$ cat src/pll_fabric_pkg.sv
package pll_fabric_pkg;
    localparam int REF_COUNT   = 4;
    localparam int SEL_W       = 2;
    localparam int STEP_W      = 3;
    localparam int NUM_OUTPUTS = 5;
    localparam int CNT_W       = 8;
    localparam int PER_W       = 7;

    // Period counters saturate here, which reads as a missing edge
    localparam logic [CNT_W-1:0] CNT_MAX = 8'hff;

    // Match count after which one more equal period declares lock, so four equal periods in a row
    localparam logic [2:0] LOCK_MATCH_LAST = 3'h3;

    // Timing in clock cycles at 250 MHz
    localparam int CLOCK_PERIOD_NS = 4;
    localparam int POST_DIV_NS     = 8;
    localparam int POST_DIV_CYCLES = POST_DIV_NS / CLOCK_PERIOD_NS;
    localparam logic [PER_W-1:0] HALF_STEP_CYCLES = PER_W'(POST_DIV_CYCLES / 2);

    // Output clock periods in clock cycles, output zero in the low slot
    localparam logic [NUM_OUTPUTS-1:0][PER_W-1:0] OUT_PERIODS =
        {7'h40, 7'h20, 7'h20, 7'h10, 7'h10};
    localparam logic [PER_W-1:0] OUT_PERIOD_DEFAULT = 7'h10;

    // Output zero may run at most this multiple of the reference
    localparam logic [CNT_W+1:0] OUT_ZERO_RATIO = 10'h004;

    typedef enum logic [1:0] {
        st_reset,
        st_acquire,
        st_lock_indicator
    } pll_state_e;
endpackage : pll_fabric_pkg

$ cat src/pll_fabric_interface.sv
`timescale 1ns/1ps
// Functional notes
// - Four references, two-bit selector picks one
// - Active-low reset holds PLL in reset
// - Output zero at most four times reference
// - Lock rises on lock, drops on loss
// - Lock is asynchronous; user must synchronise it
// - Each step code adds half-cycle delay
// - Five-bit select picks affected outputs
// - Apply strobe high loads new phase
module pll_fabric_interface (
    input  wire logic                                   clock,                  // 250 MHz
    input  wire logic                                   srst,                   // Sync reset
    input  wire logic [pll_fabric_pkg::REF_COUNT-1:0]   reference_clock_inputs, // Refs
    input  wire logic [pll_fabric_pkg::SEL_W-1:0]       reference_select,       // Ref select
    input  wire logic                                   pll_reset_n,            // PLL reset
    input  wire logic                                   feedback_from_pad,      // Pad fb mode
    input  wire logic                                   core_feedback_in,       // Core fb
    input  wire logic                                   pad_feedback_in,        // Pad fb
    input  wire logic [pll_fabric_pkg::STEP_W-1:0]      phase_step_code,        // Step code
    input  wire logic [pll_fabric_pkg::NUM_OUTPUTS-1:0] phase_output_select,    // Out select
    input  wire logic                                   phase_apply_strobe,     // Apply
    output logic                                        pll_output_zero,        // Clock 0
    output logic                                        pll_output_one,         // Clock 1
    output logic                                        pll_output_two,         // Clock 2
    output logic                                        pll_output_three,       // Clock 3
    output logic                                        pll_output_four,        // Clock 4
    output logic                                        lock_indicator,         // Lock
    output logic                                        output_zero_in_range    // Clk0 ok
);
    import pll_fabric_pkg::*;

    typedef struct packed {
        pll_state_e       state;
        logic             running;
        logic             ref_q;
        logic             fb_q;
        logic [CNT_W-1:0] ref_cnt;
        logic [CNT_W-1:0] fb_cnt;
        logic [CNT_W-1:0] ref_per;
        logic [CNT_W-1:0] fb_per;
        logic [2:0]       match;
        logic             lock;
        logic             out0_ok;
    } pll_state_s;

    pll_state_s s;
    pll_state_s next_s;
    logic             ref_bit;
    logic             fb_bit;
    logic             ref_rise;
    logic             fb_rise;
    logic [CNT_W-1:0] fb_per_now;
    logic             period_equal;
    logic [NUM_OUTPUTS-1:0] out_vec;

    always_comb begin
        ref_bit      = reference_clock_inputs[reference_select];
        fb_bit       = feedback_from_pad ? pad_feedback_in : core_feedback_in;
        ref_rise     = ref_bit && !s.ref_q;
        fb_rise      = fb_bit && !s.fb_q;
        fb_per_now   = fb_rise ? s.fb_cnt : s.fb_per;
        period_equal = (fb_per_now == s.ref_cnt) && (s.ref_cnt != CNT_MAX);
        next_s         = s;
        next_s.running = 1'b1;
        next_s.ref_q   = ref_bit;
        next_s.fb_q    = fb_bit;
        next_s.ref_cnt = (s.ref_cnt == CNT_MAX) ? s.ref_cnt : s.ref_cnt + 8'h1;
        next_s.fb_cnt  = (s.fb_cnt == CNT_MAX) ? s.fb_cnt : s.fb_cnt + 8'h1;
        // Output zero period times four must cover the reference period
        next_s.out0_ok = ({3'h0, OUT_PERIODS[0]} * OUT_ZERO_RATIO) >= {2'h0, s.ref_per};
        if (fb_rise) begin
            next_s.fb_per = s.fb_cnt;
            next_s.fb_cnt = 8'h1;
        end
        case (s.state)
            st_reset: begin
                next_s.state = st_acquire;
            end
            st_acquire: begin
                if (ref_rise) begin
                    if (!period_equal) begin
                        next_s.match = 3'h0;
                    end else if (s.match == LOCK_MATCH_LAST) begin
                        next_s.lock  = 1'b1;
                        next_s.state = st_lock_indicator;
                    end else begin
                        next_s.match = s.match + 3'h1;
                    end
                end
            end
            st_lock_indicator: begin
                if ((ref_rise && !period_equal) || s.ref_cnt == CNT_MAX ||
                    s.fb_cnt == CNT_MAX) begin
                    next_s.lock  = 1'b0;
                    next_s.match = 3'h0;
                    next_s.state = st_acquire;
                end
            end
            default: begin
                next_s.state = st_reset;
            end
        endcase
        if (ref_rise) begin
            next_s.ref_per = s.ref_cnt;
            next_s.ref_cnt = 8'h1;
        end
        if (!pll_reset_n) begin
            next_s       = '0;
            next_s.ref_q = ref_bit;
            next_s.fb_q  = fb_bit;
        end
        if (srst) begin
            next_s = '0;
        end
    end

    always_ff @(posedge clock) begin
        s <= next_s;
    end

    genvar i;
    generate
        for (i = 0; i < NUM_OUTPUTS; i = i + 1) begin : gen_out
            pll_output_divider #(
                .PERIOD (OUT_PERIODS[i])
            ) u_div (
                .clock     (clock),
                .srst      (srst),
                .run       (s.running),
                .enable    ((i == 0) ? s.out0_ok : 1'b1),
                .step_code (phase_step_code),
                .apply     (phase_apply_strobe && phase_output_select[i] && pll_reset_n),
                .clk_out   (out_vec[i])
            );
        end
    endgenerate

    assign pll_output_zero      = out_vec[0];
    assign pll_output_one       = out_vec[1];
    assign pll_output_two       = out_vec[2];
    assign pll_output_three     = out_vec[3];
    assign pll_output_four      = out_vec[4];
    // Straight from a flop, so glitch-free, but still unrelated to user clocks
    assign lock_indicator       = s.lock;
    assign output_zero_in_range = s.out0_ok;
endmodule : pll_fabric_interface

$ cat src/pll_output_divider.sv
`timescale 1ns/1ps
module pll_output_divider #(
    parameter logic [pll_fabric_pkg::PER_W-1:0] PERIOD = pll_fabric_pkg::OUT_PERIOD_DEFAULT
) (
    input  wire logic                              clock,     // System clock
    input  wire logic                              srst,      // Sync reset
    input  wire logic                              run,       // PLL out of reset
    input  wire logic                              enable,    // Output allowed
    input  wire logic [pll_fabric_pkg::STEP_W-1:0] step_code, // Phase step code
    input  wire logic                              apply,     // Apply to this output
    output logic                                   clk_out    // Divided clock
);
    import pll_fabric_pkg::*;

    typedef struct packed {
        logic [PER_W-1:0]  cnt;
        logic [STEP_W-1:0] shift;
        logic              out;
    } div_state_s;

    div_state_s s;
    div_state_s next_s;
    logic [PER_W-1:0] delay;
    logic [PER_W-1:0] pos;

    always_comb begin
        delay  = PER_W'(s.shift * HALF_STEP_CYCLES);
        pos    = (s.cnt >= delay) ? s.cnt - delay : s.cnt + PERIOD - delay;
        next_s = s;
        next_s.cnt = (s.cnt == PERIOD - 7'h1) ? 7'h0 : s.cnt + 7'h1;
        next_s.out = enable && (pos < (PERIOD >> 1));
        if (apply) begin
            next_s.shift = step_code;
        end
        if (srst || !run) begin
            next_s = '0;
        end
    end

    always_ff @(posedge clock) begin
        s <= next_s;
    end

    assign clk_out = s.out;
endmodule : pll_output_divider

$ cat config.mk
export PLATFORM = sky130hd
export DESIGN_NAME = pll_fabric_interface
export DESIGN_NICKNAME = d
export VERILOG_FILES = /design/src/pll_fabric_pkg.sv /design/src/pll_fabric_interface.sv /design/src/pll_output_divider.sv
export SDC_FILE = /design/constraint.sdc
export NUM_CORES = 1
export LEC_CHECK = 0
export ABC_AREA = 1
export BUFFER_PORTS_ARGS = -buffer_cell sky130_fd_sc_hd__buf_4
export CORE_MARGIN = 10
export CORE_UTILIZATION = 41
export CTS_CLUSTER_SIZE = 28
export DETAILED_ROUTE_END_ITERATION = 8
export PLACE_DENSITY_LB_ADDON = 0.1
export SYNTH_ARGS = -nofsm -noshare
export SYNTH_HDL_FRONTEND = slang
export SYNTH_SLANG_ARGS = --single-unit
$ cat constraint.sdc
create_clock -name clock -period 3.45 [get_ports clock]
set_input_delay 0.5175 -clock clock [delete_from_list [all_inputs] [get_ports clock]]
set_output_delay 0.5175 -clock clock [all_outputs]
set_load 0.005 [all_outputs]
* Word level (Yosys, flattened, before mapping)
Cells that the tools add are included.
** Cells by class
- Order comparisons :: 12
- Divide/modulo/power cells :: 0
- Add/sub/neg operators :: 23
- Reductions and logical operators :: 35
- Eq/ne operators :: 19
- Multiply operators :: 0
- Shift operators :: 0
- Bitwise gates (word level) :: 1
- Mux-type cells :: 27
** Operators with widths (number)
- subtractor 7 x 3 -> 7 bit :: 10
- two-way mux 8 bit :: 6
- two-way mux 40 bit :: 1
- adder 7 x 1 -> 7 bit (second input constant) :: 5
- greater-or-equal comparator 7 x 3 -> 1 bit :: 5
- two-way mux 7 bit :: 5
- adder 8 x 1 -> 8 bit (second input constant) :: 2
- equality test 8 bit (second input constant) :: 2
- logical AND 1 bit :: 15
- adder 7 x 5 -> 7 bit (second input constant) :: 2
- adder 7 x 6 -> 7 bit (second input constant) :: 2
- equality test 7 x 4 -> 1 bit (second input constant) :: 2
- equality test 7 x 5 -> 1 bit (second input constant) :: 2
- less-than comparator 7 x 4 -> 1 bit (second input constant) :: 2
- less-than comparator 7 x 5 -> 1 bit (second input constant) :: 2
- inequality test 2 bit (second input constant) :: 6
- OR reduction 2 bit :: 6
- equality test 8 bit :: 1
- greater-or-equal comparator 7 x 8 -> 1 bit (first input constant) :: 1
- two-way mux 2 bit :: 4
- two-way mux 4 bit :: 2
- inequality test 8 bit (second input constant) :: 1
- case mux 4 bit (2 select lines) :: 1
- AND reduction 4 bit :: 2
- 20 further kinds :: 30
** Storage, ports and cells
- ROM bits :: 0
- Register bits :: 97
- Memories kept :: 0
- Output and inout bits :: 7
- Bits in latches :: 0
- Logic and storage cells :: 145
- Memory bits (writable) :: 0
- Bits of input ports :: 21

* Depth between registers and ports, before layout
- Depth after elaboration :: 12
- Mapped depth :: 18
- Gate-level depth less buffers :: 17

* By module
From an unflattened synthesis, not the netlist that was laid out.
** Unflattened totals
- Cells, all modules :: 928
- Area total of the unflattened synthesis :: 6436.2 um^2
** By module, submodules not included
- pll_fabric_interface :: area each 2100.8 um^2, cells each 307, times used 1, sequential area each 840.8 um^2
- pll_output_divider at gen_out[0].u_div ... :: area each 865.8 um^2, cells each 128, times used 2, sequential area each 220.2 um^2
- pll_output_divider at gen_out[2].u_div ... :: area each 862.1 um^2, cells each 119, times used 2, sequential area each 220.2 um^2
- pll_output_divider at gen_out[4].u_div :: area each 879.6 um^2, cells each 127, times used 1, sequential area each 220.2 um^2

* Least setup slack after synthesis
Ideal clock, no wire load.
- Kind :: input-to-reg
- Start :: input feedback_from_pad
- End :: register s[2] (netlist name)
- Data required time :: 3.336 ns
- Path slack :: 1.571 ns
- Arrival time :: 1.765 ns
- Path buffers :: 1
- Library setup time :: 0.114 ns
- Cell stages on the path :: 17
- Cells stage by stage :: inv_1 -> nand2_2 -> nand3_2 -> buf_6 -> nand2_2 -> nand2_1 -> nand2_1 -> nand2_1 -> nand2_1 -> nor2_2 -> nand3_2 -> nand2_2 -> nand2_2 -> nand2_4 -> nand2_2 -> nor2_1 -> nor2_2
** On the way
- Cells in the longest elaborated chain, start to end :: 11
- Elaborated cells between the ends (all ways) :: 15
- Classes of those cells :: eq/ne: 3; mux: 5; reduce/logical: 7
** Ends and longest elaborated chain
- start: declaration :: line pll_fabric_interface.sv:17 : input wire logic feedback_from_pad,
- two-way mux 1 bit (*) :: line pll_fabric_interface.sv:59 : fb_bit = feedback_from_pad ? pad_feedback_in : core_feedback_in;
- logical AND 1 bit (*) :: line pll_fabric_interface.sv:61 : fb_rise = fb_bit && !s.fb_q;
- two-way mux 8 bit (*) :: line pll_fabric_interface.sv:62 : fb_per_now = fb_rise ? s.fb_cnt : s.fb_per;
- equality test 8 bit (*) :: line pll_fabric_interface.sv:63 : period_equal = (fb_per_now == s.ref_cnt) && (s.ref_cnt != CNT_MAX);
- logical AND 1 bit (*) :: line pll_fabric_interface.sv:63
- zero test 1 bit :: line pll_fabric_interface.sv:93 : if ((ref_rise && !period_equal) || s.ref_cnt == CNT_MAX ||
- logical AND 1 bit :: line pll_fabric_interface.sv:93
- logical OR 1 bit (2 in a row) :: line pll_fabric_interface.sv:93
- inequality test 2 bit (no source line)
- AND reduction 4 bit (no source line)
- end signal: assignment :: line pll_fabric_interface.sv:119 : s <= next_s;
- end: declaration :: line pll_fabric_interface.sv:47 : pll_state_s s;
Every way passes the cells marked *; elsewhere a longest branch is shown, timed or not. The select of a mux whose other input is x is not followed.
A chain may end at the register's enable or synchronous reset.

* Final worst setup path
- Start :: register gen_out[0].u_div.s[2] (netlist name)
- End :: register gen_out[0].u_div.s, in the netlist gen_out[0].u_div.clk_out
** On the way
- Cells in the longest elaborated chain, start to end :: 4
- Elaborated cells between the ends (all ways) :: 6
- Classes of those cells :: add/sub: 2; order compare: 2; mux: 1; reduce/logical: 1
** Ends and longest elaborated chain
- start: declaration :: line pll_output_divider.sv:21 : div_state_s s;
- start signal: assignment :: line pll_output_divider.sv:41 : s <= next_s;
- subtractor 7 x 3 -> 7 bit / greater-or-equal comparator 7 x 3 -> 1 bit (equally long branches) :: line pll_output_divider.sv:28 : pos = (s.cnt >= delay) ? s.cnt - delay : s.cnt + PERIOD - delay;
- two-way mux 7 bit (*) :: line pll_output_divider.sv:28
- less-than comparator 7 x 4 -> 1 bit (*) :: line pll_output_divider.sv:31 : next_s.out = enable && (pos < (PERIOD >> 1));
- logical AND 1 bit (*) :: line pll_output_divider.sv:31
Every way passes the cells marked *; elsewhere a longest branch is shown, timed or not.

==> results.py <==
metrics = {
    "run_status": {
        "status": "complete, no violations",
    },
    "timing": {
        "finalHoldViolCount": 0,
        "fmax_ghz": 0.488,
        "min_period_ns": 2.05,
        "setup_viol": 0,
        "hold_ws_ns": 0.333,
        "rsz0062_at_grt": "no",
        "maxSlewViolCount": 0,
        "relSlewSlack": 0.598,
        "worst_slew_pin_slew_ns": 0.597,
        "fin_worst_skew_ns": 0.00588,
        "finalSetupTns_ns": 0,
        "finalCritPeriodShare": 0.594,
    },
    "routing": {
        "met3_wirelength_um": 296,
        "dr.pass1.iters": 5,
        "drc_errors": 0,
        "vias": 4881,
        "routed_wl_um": 12300,
        "route.met2.wl_um": 6040,
        "post_drt_wl_per_cell_um": 12.2,
        "top_layer_used": "met4",
        "drt_iter0_markers": 182,
        "wl_met1_um": 5710,
        "viasPerCell": 4.86,
        "postRouteAntennaNets": 0,
    },
    "place": {
        "hpwl_um": 9510,
        "dpl_cell_area_um2": 6220,
        "dp_cells": 989,
        "numPortBuffers": 27,
        "place_congestion": 0.812,
    },
    "yosys": {
        "syn_inst": 786,
        "synth_top_area_cell": "dfxtp_1",
        "synth_area_leaders": "dfxtp_1 (33%), ha_1 (15%), inv_1 (9.0%), nand2_1 (7.9%), nor2_1 (5.8%)",
        "ys_warn_count": 0,
        "synthArstFlopShare": 0,
        "synth_edf_count": 0,
        "synth_commonest_cells": "inv_1 (139), nand2_1 (123), dfxtp_1 (97)",
        "synth_top_area_frac": 0.334,
        "synth_fp_nets": 884,
        "synth_flop_cell": "dfxtp_1",
        "ys_ff_latch": 97,
        "synth.most_common_cell": "inv_1",
        "synth_cell_types": 42,
        "ys_seq_area_frac": 0.334,
        "synth_area_um2": 5820,
        "avgSynthCellArea_um2": 7.40,
    },
    "critical_path": {
        "critPathCaptureType": "register",
        "cp_max_fo": 3,
        "crit_cells": 10,
        "critical-path-max-stage-delay_ns": 0.38,
        "crit_chain": "inv_1, ha_1, fa_1, a21o_1, a21boi_0, nor2_1, nor3_1, nand2_1, nand3_1, a21oi_1",
        "cp_top_family": "adder cells",
        "critPathLaunchType": "register",
        "crit_type": "reg -> reg",
        "crit_arrival_ns": 2.29,
        "r2r_cells": 10,
        "slowest_stage": "fa_1",
        "path_buf_inv": 1,
        "cp.required_ns": 3.69,
    },
    "clock_network": {
        "hold_buffers": 0,
        "clk_path_buf_depth": 2,
        "clk_latency_ns": 0.35,
        "path_clk_slew_ns": 0.07,
        "htreeDepth": 3,
        "clk_root_buffer_cell": "clkbuf_16",
        "cts.sinks": 97,
        "tritoncts": "built",
        "cts_buffers": 9,
        "post_cts_buffers": 0,
        "cts-resized-gates": 0,
    },
    "layout": {
        "syn_to_final_growth_pct": 11.9,
        "drive_above_1_share": 0.0861,
        "finalInstanceArea_um2": 6510,
        "instances_no_fill": 1005,
        "diodes": 0,
        "utilization": 0.469,
        "layout.nets": 918,
        "fill_cells": 1416,
    },
    "global_routing": {
        "grt_usage": 0.130,
        "antenna_found_initial": 0,
        "gr-total-overflow": 0,
        "grt_pass1_vias": 4782,
        "grt_first_pass_wirelength_um": 21500,
        "grt_max_degree": 20,
    },
    "floorplanning": {
        "die_width_um": 139,
        "pin_count": 28,
        "rows": 43,
        "die_h_um": 139,
        "start_util": 0.419,
        "dieArea_um2": 19400,
        "coreArea_um2": 13900,
    },
    "worst_hold_path": {
        "hold_class": "in -> reg",
        "hold-path-cell-count": 2,
    },
    "job": {
        "drv_cap": 0,
    },
    "power_and_ir_drop": {
        "power_density_nw_per_um2": 362,
        "p_leak_nw": 2.83,
        "peakVddDrop_mv": 0.210,
    },
}
-- path summary, 6_finish.rpt --
check | from | end | slack (ns)
worst max register to register | gen_out[0].u_div.s[2]$_SDFFE_PP0P_ | gen_out[0].u_div.clk_out$_SDFF_PP0_ | 1.40
worst min register to register | s[20]$_SDFFE_PP0P_ | output_zero_in_range$_SDFF_PP0_ | 0.42
worst min-delay path | srst | s[37]$_SDFF_PP0_ | 0.33
worst max-delay path | gen_out[0].u_div.s[2]$_SDFFE_PP0P_ | gen_out[0].u_div.clk_out$_SDFF_PP0_ | 1.40
-- layer usage --
metal  up-vias  track usage
met3        14       0.0240
met1      2213        0.151
met4         0       0.0489
li1       2594            -
met2        60        0.230
met5         -            0
-- power by group --
part / internal [mW] / switching (mW) / total, mW
registers: 1.14 / 0.0118 / 1.15
logic: 0.0762 / 0.126 / 0.202
clock network: 0.562 / 0.440 / 1.00
-- worst reg2reg max path: cells and delay by family (launching register included) --
kind / cells / cell delay, ns
flip-flops: 1 / 0.31
buffers and inverters: 1 / 0.05
AND/OR/NAND/NOR: 4 / 0.43
adder cells (fa/ha/maj): 2 / 0.61
AO/OA/AOI/OAI: 3 / 0.55
-- cells by family after synthesis --
logic type	after synthesis	share of synthesized area
AOI/OAI and AO/OA	138	0.132
xor gates and xnor gates	21	0.0316
adders and majority gates	77	0.172
buffers and inverters	148	0.0981
DFF	97	0.334
and+or+nand+nor	305	0.232
-- sequential cells by signal (all words and copies together), names as in the netlist --
| signal | count |
|---|---|
| s | 40 |
| lock_indicator | 1 |
| gen_out.u_div.clk_out | 5 |
| gen_out.u_div.s | 50 |
| output_zero_in_range | 1 |
-- metrics by stage --
stage	worst slack, ns	total power, mW
after floorplan	1.57	1.32
after global placement	1.17	1.38
after detailed placement	1.13	1.38
after CTS	1.39	2.39
after global routing	1.08	2.47
final	1.40	2.36
-- area by class of cell --
type	count	area (µm²)	area share
Clock buffer	11	233	0.0357
Clock inverter	5	56.3	0.00865
Multi-Input combinational cell	541	3310	0.508
Timing Repair Buffer	29	218	0.0334
Sequential cell	97	1940	0.298
Inverter	142	533	0.0818
Tap cell	180	225	0.0346
-- cell usage in the layout, fill, tap and decap left out, types with 2 or more instances in the layout --
cell	count
a211oi_1	4
a21oi_1	64
a31oi_1	5
buf_4	29
clkbuf_1	2
clkbuf_16	9
clkinv_2	2
dfxtp_1	97
fa_1	5
ha_1	72
inv_1	139
inv_2	2
nand2_1	123
nand2_2	9
nand2_4	2
nand3_1	39
nand3_2	3
nand4_1	5
nor2_1	90
nor2_2	5
nor3_1	14
nor3_2	2
nor3b_1	5
nor4_1	2
o2111ai_1	2
o211ai_1	4
o21a_1	2
o21ai_0	48
o31ai_1	2
or2_2	2
xor2_1	20
Power figures use the tool's default switching activity.
